### src/design/otp_programming_mode_pkg.sv
// constants and types shared by the otp programming buffer files
package otp_programming_mode_pkg;

    ////////////////////////////////////////////////////////////////////////
    // register byte addresses
    localparam logic [31:0] MODE_OFFSET = 32'h07F40000;
    localparam logic [31:0] STATUS_OFFSET = 32'h07F40004;
    localparam logic [31:0] ADDRESS_OFFSET = 32'h07F40008;
    localparam logic [31:0] DATA_OFFSET = 32'h07F4000C;
    localparam logic [31:0] IRQ_STATUS_OFFSET = 32'h07F40040;
    localparam logic [31:0] IRQ_MASK_OFFSET = 32'h07F40044;

    ////////////////////////////////////////////////////////////////////////
    // field layout and reset values
    localparam int WORD_ADDR_WIDTH = 13;
    localparam int MODE_WIDTH = 3;
    localparam int IRQ_WIDTH = 3;
    localparam int STAT_IDLE_BIT = 0;
    localparam int STAT_EMPTY_BIT = 1;
    localparam int STAT_MODE_DONE_BIT = 2;
    localparam int IRQ_MODE_DONE_BIT = 0;
    localparam int IRQ_ACCEPT_BIT = 1;
    localparam int IRQ_PROGRAMMING_MODE_DONE_BIT = 2;
    localparam logic [2:0] MODE_RESET = 3'h0;
    localparam logic [2:0] MODE_PROGRAM = 3'h3;
    localparam logic [12:0] ADDRESS_RESET = 13'h0000;
    localparam logic [31:0] DATA_RESET = 32'h00000000;
    localparam logic [2:0] IRQ_MASK_RESET = 3'h0;
    localparam logic [31:0] READ_ZERO = 32'h00000000;

    ////////////////////////////////////////////////////////////////////////
    // timing, least times rounded up to whole cycles
    localparam int CLOCK_PERIOD_NS = 50;
    localparam int PROGRAMMING_MODE_PULSE_NS = 10000;
    localparam int MODE_SETTLE_NS = 10000;
    localparam int PROGRAMMING_MODE_PULSE_CYCLES =
        (PROGRAMMING_MODE_PULSE_NS + CLOCK_PERIOD_NS - 1) / CLOCK_PERIOD_NS;
    localparam int MODE_SETTLE_CYCLES =
        (MODE_SETTLE_NS + CLOCK_PERIOD_NS - 1) / CLOCK_PERIOD_NS;

    ////////////////////////////////////////////////////////////////////////
    // carriers
    typedef struct packed {
        logic [12:0] addr;
        logic [31:0] data;
    } programming_mode_request_type;

    typedef struct packed {
        logic programming_mode_enable;
        logic [12:0] addr;
        logic [31:0] data;
    } otp_pins_type;

endpackage

### src/design/otp_mode_tracker.sv
// controller mode field and its transition-done flag
`timescale 1ns/1ps
module otp_mode_tracker #(
    parameter int SETTLE_CYCLES = otp_programming_mode_pkg::MODE_SETTLE_CYCLES
) (
    input wire logic i_clock,
    input wire logic i_srst,
    input wire logic i_write,
    input wire logic [2:0] i_mode,
    output logic [2:0] o_mode,
    output logic o_done,
    output logic o_done_pulse
);
    localparam int CW = $clog2(SETTLE_CYCLES + 1);

    logic [2:0] mode_reg, mode_next;
    logic done_reg, done_next;
    logic pulse_reg, pulse_next;
    logic [CW-1:0] count_reg, count_next;

    always_comb begin
        mode_next = mode_reg;
        done_next = done_reg;
        pulse_next = 1'b0;
        count_next = count_reg;
        // mode field is frozen while a transition runs
        if (done_reg && i_write && i_mode != mode_reg) begin
            mode_next = i_mode;
            done_next = 1'b0;
            count_next = CW'(SETTLE_CYCLES - 1);
        end else if (!done_reg) begin
            if (count_reg == '0) begin
                done_next = 1'b1;
                pulse_next = 1'b1;
            end else begin
                count_next = count_reg - 1'b1;
            end
        end
    end

    always_ff @(posedge i_clock) begin
        if (i_srst) begin
            mode_reg <= otp_programming_mode_pkg::MODE_RESET;
            done_reg <= 1'b1;
            pulse_reg <= 1'b0;
            count_reg <= '0;
        end else begin
            mode_reg <= mode_next;
            done_reg <= done_next;
            pulse_reg <= pulse_next;
            count_reg <= count_next;
        end
    end

    assign o_mode = mode_reg;
    assign o_done = done_reg;
    assign o_done_pulse = pulse_reg;
endmodule

### src/design/otp_array_writer.sv
// takes one buffered request and drives the array programming pins
`timescale 1ns/1ps
module otp_array_writer #(
    parameter int PULSE_CYCLES = otp_programming_mode_pkg::PROGRAMMING_MODE_PULSE_CYCLES
) (
    input wire logic i_clock,
    input wire logic i_srst,
    input wire logic i_request_valid,
    input wire otp_programming_mode_pkg::programming_mode_request_type i_request,
    output logic o_accept,
    output logic o_busy,
    output logic o_done_pulse,
    output otp_programming_mode_pkg::otp_pins_type o_pins
);
    localparam int CW = $clog2(PULSE_CYCLES + 1);

    typedef enum logic {IDLE, PULSE} writer_state_type;

    writer_state_type state_reg, state_next;
    logic [CW-1:0] count_reg, count_next;
    logic done_reg, done_next;
    otp_programming_mode_pkg::otp_pins_type pins_reg, pins_next;

    always_comb begin
        state_next = state_reg;
        count_next = count_reg;
        done_next = 1'b0;
        pins_next = pins_reg;
        case (state_reg)
            IDLE: begin
                if (i_request_valid) begin
                    state_next = PULSE;
                    count_next = CW'(PULSE_CYCLES - 1);
                    pins_next.programming_mode_enable = 1'b1;
                    pins_next.addr = i_request.addr;
                    pins_next.data = i_request.data;
                end
            end
            PULSE: begin
                if (count_reg == '0) begin
                    state_next = IDLE;
                    done_next = 1'b1;
                    pins_next.programming_mode_enable = 1'b0;
                end else begin
                    count_next = count_reg - 1'b1;
                end
            end
            default: begin
                state_next = IDLE;
                pins_next.programming_mode_enable = 1'b0;
            end
        endcase
    end

    always_ff @(posedge i_clock) begin
        if (i_srst) begin
            state_reg <= IDLE;
            count_reg <= '0;
            done_reg <= 1'b0;
            pins_reg <= '0;
        end else begin
            state_reg <= state_next;
            count_reg <= count_next;
            done_reg <= done_next;
            pins_reg <= pins_next;
        end
    end

    assign o_accept = i_request_valid && state_reg == IDLE;
    assign o_busy = state_reg != IDLE;
    assign o_done_pulse = done_reg;
    assign o_pins = pins_reg;
endmodule

### src/design/otp_program_buffer_status.sv
// otp programming buffer, status register and avalon-mm register slave
//
// Contract
// - Mode-ready goes to 1 once a newly selected mode has settled.
// - Buffer-empty 0 means a request is held; software keeps off it.
// - Buffer-empty reads 1 when nothing is pending and resets to 1.
// - An address write that triggers programming clears buffer-empty.
// - Programming-idle reads 0 while programming runs, else 1.
// - The address register holds 13 bits; bits 31:13 read zero.
// - Address and data writes are ignored while buffer-empty is 0.
// - An address write starts programming only in programming mode.
// - Address and data form a one-entry request buffer to the array.
// - Mode value 3 of the three-bit mode field is programming mode.
`timescale 1ns/1ps
module otp_program_buffer_status #(
    parameter int PROGRAMMING_MODE_PULSE_CYCLES = otp_programming_mode_pkg::PROGRAMMING_MODE_PULSE_CYCLES,
    parameter int MODE_SETTLE_CYCLES = otp_programming_mode_pkg::MODE_SETTLE_CYCLES
) (
    input wire logic i_clock,
    input wire logic i_srst,
    input wire logic [31:0] i_avs_address,
    input wire logic i_avs_read,
    input wire logic i_avs_write,
    input wire logic [31:0] i_avs_writedata,
    input wire logic [3:0] i_avs_byteenable,
    output logic [31:0] o_avs_readdata,
    output logic o_avs_waitrequest,
    output logic o_irq,
    output logic [2:0] o_otp_mode,
    output otp_programming_mode_pkg::otp_pins_type o_otp_pins
);

    ////////////////////////////////////////////////////////////////////////
    // helpers

    function automatic logic [31:0] merge_bytes(
        input logic [31:0] old_value,
        input logic [31:0] new_value,
        input logic [3:0] enables
    );
        logic [31:0] result;
        result = old_value;
        for (int i = 0; i < 4; i++) begin
            if (enables[i]) begin
                result[i*8 +: 8] = new_value[i*8 +: 8];
            end
        end
        return result;
    endfunction

    ////////////////////////////////////////////////////////////////////////
    // declarations

    logic wait_reg, wait_next;
    logic [31:0] rdata_reg, rdata_next;
    logic [12:0] addr_reg, addr_next;
    logic [31:0] data_reg, data_next;
    logic pending_reg, pending_next;
    logic [2:0] mask_reg, mask_next;
    logic [2:0] irq_status_reg, irq_status_next;
    logic irq_reg, irq_next;

    logic request;
    logic fire_write;
    logic mode_write;
    logic [2:0] mode_wdata;
    logic [2:0] mode;
    logic mode_done;
    logic mode_done_pulse;
    logic programming_mode_active;
    logic accept;
    logic busy;
    logic programming_mode_done_pulse;
    logic [2:0] events;
    logic [2:0] irq_clear;
    logic [31:0] status_word;
    logic [31:0] merged;
    logic [31:0] mode_merged, addr_merged, mask_merged;
    otp_programming_mode_pkg::programming_mode_request_type held_request;

    ////////////////////////////////////////////////////////////////////////
    // sub-blocks

    otp_mode_tracker #(
        .SETTLE_CYCLES(MODE_SETTLE_CYCLES)
    ) u_mode (
        .i_clock(i_clock),
        .i_srst(i_srst),
        .i_write(mode_write),
        .i_mode(mode_wdata),
        .o_mode(mode),
        .o_done(mode_done),
        .o_done_pulse(mode_done_pulse)
    );

    assign held_request.addr = addr_reg;
    assign held_request.data = data_reg;

    otp_array_writer #(
        .PULSE_CYCLES(PROGRAMMING_MODE_PULSE_CYCLES)
    ) u_writer (
        .i_clock(i_clock),
        .i_srst(i_srst),
        .i_request_valid(pending_reg),
        .i_request(held_request),
        .o_accept(accept),
        .o_busy(busy),
        .o_done_pulse(programming_mode_done_pulse),
        .o_pins(o_otp_pins)
    );

    ////////////////////////////////////////////////////////////////////////
    // decode and status

    assign request = i_avs_read || i_avs_write;
    // a write lands only on the edge where waitrequest is seen low
    assign fire_write = i_avs_write && !wait_reg;
    assign merged = merge_bytes(32'h00000000, i_avs_writedata,
        i_avs_byteenable);
    assign mode_write = fire_write &&
        i_avs_address == otp_programming_mode_pkg::MODE_OFFSET;
    assign mode_merged = merge_bytes({29'h00000000, mode}, i_avs_writedata,
        i_avs_byteenable);
    assign mode_wdata = mode_merged[2:0];
    assign addr_merged = merge_bytes({19'h00000, addr_reg}, i_avs_writedata,
        i_avs_byteenable);
    assign mask_merged = merge_bytes({29'h00000000, mask_reg},
        i_avs_writedata, i_avs_byteenable);
    // no launch while the mode is still settling
    assign programming_mode_active = mode == otp_programming_mode_pkg::MODE_PROGRAM
        && mode_done;
    assign status_word = {29'h00000000, mode_done, !pending_reg,
        !busy};
    assign events = {programming_mode_done_pulse, accept, mode_done_pulse};
    assign irq_clear = (fire_write &&
        i_avs_address == otp_programming_mode_pkg::IRQ_STATUS_OFFSET) ?
        merged[2:0] : 3'h0;

    ////////////////////////////////////////////////////////////////////////
    // bus handshake: one wait cycle, read data captured meanwhile

    always_comb begin
        wait_next = !(request && wait_reg);
        rdata_next = rdata_reg;
        if (i_avs_read && wait_reg) begin
            case (i_avs_address)
                otp_programming_mode_pkg::MODE_OFFSET:
                    rdata_next = {29'h00000000, mode};
                otp_programming_mode_pkg::STATUS_OFFSET:
                    rdata_next = status_word;
                otp_programming_mode_pkg::ADDRESS_OFFSET:
                    rdata_next = {19'h00000, addr_reg};
                otp_programming_mode_pkg::DATA_OFFSET:
                    rdata_next = data_reg;
                otp_programming_mode_pkg::IRQ_STATUS_OFFSET:
                    rdata_next = {29'h00000000, irq_status_reg};
                otp_programming_mode_pkg::IRQ_MASK_OFFSET:
                    rdata_next = {29'h00000000, mask_reg};
                default:
                    rdata_next = otp_programming_mode_pkg::READ_ZERO;
            endcase
        end
    end

    always_ff @(posedge i_clock) begin
        if (i_srst) begin
            wait_reg <= 1'b1;
            rdata_reg <= 32'h00000000;
        end else begin
            wait_reg <= wait_next;
            rdata_reg <= rdata_next;
        end
    end

    ////////////////////////////////////////////////////////////////////////
    // request buffer and interrupt registers

    always_comb begin
        addr_next = addr_reg;
        data_next = data_reg;
        pending_next = pending_reg;
        mask_next = mask_reg;
        // set wins over a write-one clear in the same cycle
        irq_status_next = (irq_status_reg & ~irq_clear) | events;
        if (accept) begin
            pending_next = 1'b0;
        end
        // while a request is held both buffer words are read-only
        if (fire_write && !pending_reg) begin
            if (i_avs_address == otp_programming_mode_pkg::ADDRESS_OFFSET) begin
                addr_next = addr_merged[12:0];
                if (programming_mode_active) begin
                    pending_next = 1'b1;
                end
            end
            if (i_avs_address == otp_programming_mode_pkg::DATA_OFFSET) begin
                data_next = merge_bytes(data_reg, i_avs_writedata,
                    i_avs_byteenable);
            end
        end
        if (fire_write && i_avs_address == otp_programming_mode_pkg::IRQ_MASK_OFFSET)
        begin
            mask_next = mask_merged[2:0];
        end
        irq_next = |(irq_status_next & mask_next);
    end

    always_ff @(posedge i_clock) begin
        if (i_srst) begin
            addr_reg <= otp_programming_mode_pkg::ADDRESS_RESET;
            data_reg <= otp_programming_mode_pkg::DATA_RESET;
            pending_reg <= 1'b0;
            mask_reg <= otp_programming_mode_pkg::IRQ_MASK_RESET;
            irq_status_reg <= 3'h0;
            irq_reg <= 1'b0;
        end else begin
            addr_reg <= addr_next;
            data_reg <= data_next;
            pending_reg <= pending_next;
            mask_reg <= mask_next;
            irq_status_reg <= irq_status_next;
            irq_reg <= irq_next;
        end
    end

    assign o_avs_readdata = rdata_reg;
    assign o_avs_waitrequest = wait_reg;
    assign o_irq = irq_reg;
    assign o_otp_mode = mode;

    ////////////////////////////////////////////////////////////////////////
    // checks

    localparam int MODE_WAIT_MAX = 1000;

    logic mode_change;
    assign mode_change = mode_write && mode_done && mode_wdata != mode;
endmodule

### config.mk
export PLATFORM = sky130hd
export DESIGN_NAME = otp_program_buffer_status
export DESIGN_NICKNAME = d
export VERILOG_FILES = /design/src/design/otp_programming_mode_pkg.sv /design/src/design/otp_mode_tracker.sv /design/src/design/otp_array_writer.sv /design/src/design/otp_program_buffer_status.sv
export SDC_FILE = /design/constraint.sdc
export NUM_CORES = 1
export LEC_CHECK = 0
export BUFFER_PORTS_ARGS = -buffer_cell sky130_fd_sc_hd__buf_4
export CAP_MARGIN = 40
export CORE_ASPECT_RATIO = 0.5
export CORE_MARGIN = 4
export CORE_UTILIZATION = 50
export CTS_BUF_LIST = sky130_fd_sc_hd__clkbuf_4
export DETAILED_ROUTE_END_ITERATION = 12
export GPL_TIMING_DRIVEN = 0
export PLACE_DENSITY_LB_ADDON = 0.3
export SKIP_CTS_REPAIR_TIMING = 1
export SKIP_LAST_GASP = 1
export SYNTH_ARGS = -nofsm -noshare
export SYNTH_HDL_FRONTEND = slang
export SYNTH_HIERARCHICAL = 1
export SYNTH_SLANG_ARGS = --single-unit
### constraint.sdc
create_clock -name i_clock -period 3.2 [get_ports i_clock]
set_input_delay 0.96 -clock i_clock [delete_from_list [all_inputs] [get_ports i_clock]]
set_output_delay 0.96 -clock i_clock [all_outputs]
set_load 0.1 [all_outputs]
==> run summary <==
Status: complete, no violations
Period utilization: 92.70%
Met3 Track Usage GR: 7.349%
Initial antenna violation count: 0
#FFs+latches synth: 155
RSZ-0062 raised after global routing: no
Worst slew pin tran: 913.1 ps
Post-route ant nets: 0
Layout Nets: 964
Cell internal pwr: 2.509 mW
CP max stage delay: 430 ps
EDFF count, synth: 0
Critical-path top delay cell: nor3_1
Top FF cell, synth: dfxtp_1
Setup violators final: 0
I/O pins: 155
FILL cells: 1035
Grt ovf: 0
Warnings from Yosys: 6
Sequential area share after synthesis: 48.67%
Via Count: 6009
CTS Sinks: 155
Clk_lat worst skew: 560 ps
Die width: 167.7 um
Combinational share of power: 6.6%
DP HPWL: 13860 um
Tmin final: 2966 ps
Util after Layout: 66.43%
Fmax: 337.1 MHz
Crit start category: input port
Mapped Cells: 716
1st-iter DRT viols: 630
Async SR Flop Fraction: 0%
GPL Wtd Cong: 0.9090
Max FFs per register: 46
Crit path max fanout: 8
Clock Power Share: 37.1%
Drt drc: 0
Site Rows: 28
Worst vdd ir: 0.2271 mV
Max-slew violations: 0
Critical path type: input port to flip-flop
Share of layout cells above drive strength 1: 25.94%
Largest net degree at the start of global routing: 17
Htree depth: 4
Die area: 14730 um2
Final hold violations: 0
NetSw: 0.9273 mW
Ordered cell list for the critical path: buf_4 > nor4_4 > nand4_4 > nor3_1 > nor3b_2 > nand2_1 > a31oi_2 > inv_1 > a21oi_1
Syn Nets: 791
Met1 usage: 32.72%
CTS tree: built
Area of the multi-input gates: 3049 um2
Core area: 12120 um2
Total power: 3.436 mW
First-pass GRT wire length: 28990 um
Sw Share: 26.99%
Pre-CTS WS: -678.0 ps
Final worst setup slack: 233.5 ps
CP endpoint kind: flip-flop
PwrDens: 426.7 nW/um2
Synth Cell Area: 6376 um2
Die height: 87.85 um
Min-delay worst type: flip-flop to flip-flop
Max-slew headroom: 38.67%
Worst path arrival time: 3460 ps
Clock Path Buffers: 2
DRT Pass-1 Iters: 5
Global routing usage on met2: 39.68%
Initial core utilization: 52.60%
WL final: 18360 um
Setup Skew: 19.39 ps
Reg power frac: 56.3%
Leak: 3.071 nW
Clock root buffer: clkbuf_4
DR WL/cell: 17.21 um
Vias in the first global route: 5811
CTS buffer count: 17
Register Area: 3103 um2
Post-synthesis cell type count: 54
Syn_area_per_cell: 8.905 um2
Port Buf Inserts: 153
Req. time, crit path: 3690 ps
Max Cap Viol: 0
Antenna diode count: 0
Vias/cell: 5.632
Busiest grt layer: met2
Area growth, synth to finish: 26.30%
Clk pin slew, worst setup/hold paths: 140 ps
All-Layer GR Usage: 24.77%
## cells in the mapped netlist, types with 3 or more instances
library cell | count | area, um2
and2_1 | 3 | 18.77
clkbuf_1 | 36 | 135.1
nand2b_1 | 4 | 25.02
nand3_1 | 20 | 100.1
o21ai_0 | 22 | 110.1
nor4_4 | 7 | 148.9
nor3_1 | 12 | 60.06
a22oi_1 | 22 | 165.2
inv_1 | 16 | 60.06
nand2_1 | 114 | 427.9
mux2i_1 | 38 | 380.4
nor2_1 | 68 | 255.2
a211oi_1 | 5 | 37.54
or3_1 | 3 | 18.77
nor3b_1 | 5 | 37.54
ha_1 | 3 | 37.54
or4_1 | 4 | 30.03
nand4_1 | 15 | 93.84
mux2_2 | 17 | 191.4
a21oi_1 | 90 | 450.4
dfxtp_1 | 155 | 3103
a31oi_1 | 5 | 31.28
buf_2 | 5 | 25.02
xnor2_1 | 5 | 43.79
## routing by layer
metal	part of all wire, %	routed length (um)	vias to the layer above
li1	-	-	2867
met1	44	8035	2857
met2	45	8316	250
met3	9.1	1663	35
met4	1.9	344	0
met5	0	0	-
## per-stage QoR
step	instance area [um2]	setup TNS, ps	cells	hold WS, ps
after floorplan	6376	0	716	423.9
after CTS	8041	-334.5	1067	465.6
after global placement	7731	-5274	1034	440.5
final	8053	0	1067	464.2
after detailed placement	7739	-5316	1035	447.0
after global routing	8053	0	1067	471.6
## kinds of logic after synthesis
group	count (synthesis)	share of synthesized area [%]
multiplexers	56	9.203
AND/OR/NAND/NOR	282	23.39
XOR/XNOR	5	0.6868
buffers and inverters	61	3.689
adder cells (fa/ha/maj)	3	0.5888
AO/OA/AOI/OAI	154	13.78
flip-flops	155	48.67
## final cells by class
type	instances	share of cell area, %
clock inverter	15	2.175
tap	165	2.564
buffer	43	2.082
sequential	155	38.53
multi-input combinational	500	37.87
inverter	18	0.8390
clock buffer	17	1.585
timing repair buffer	154	14.36
## cell usage in the layout, fill, tap and decap left out, types with 4 or more instances in the layout
| cell | count |
|---|---|
| nor2_1 | 68 |
| inv_1 | 16 |
| nor4_4 | 7 |
| or4_1 | 4 |
| clkbuf_4 | 17 |
| a31oi_1 | 4 |
| clkbuf_1 | 36 |
| xnor2_1 | 5 |
| mux2i_1 | 38 |
| mux2_2 | 17 |
| nand2_1 | 114 |
| nand2b_1 | 4 |
| buf_4 | 154 |
| a211oi_1 | 5 |
| nor3_1 | 12 |
| a21oi_1 | 90 |
| o21ai_0 | 22 |
| buf_2 | 5 |
| nor3b_1 | 4 |
| inv_6 | 5 |
| nand4_1 | 15 |
| nand3_1 | 20 |
| dfxtp_1 | 155 |
| a22oi_1 | 22 |
## worst max-delay path: cells and delay by family
kind	cells	cell delay, ps
AOI/OAI and AO/OA	2	550
and+or+nand+nor	5	1680
buffers and inverters	2	270
## power by group through the flow
stage	registers (mW)	clock network (mW)	logic, mW
detailed placement	1.98	0	0.222
CTS	1.94	1.29	0.222
floorplan	2.00	0	0.0754
global placement	1.98	0	0.219
global route	1.94	1.38	0.239
finish	1.94	1.27	0.227
## worst paths after layout
check | start | to | slack (ps) | depth (start not counted)
max reg2reg | o_avs_waitrequest | pending_reg | 740 | 5
max | i_avs_address[13] | u_mode/count_reg[7] | 230 | 9
min reg2reg | o_avs_readdata[12] | o_avs_readdata[12] | 460 | 2
min | o_avs_readdata[12] | o_avs_readdata[12] | 460 | 2
(Power assumes the default switching activity.)
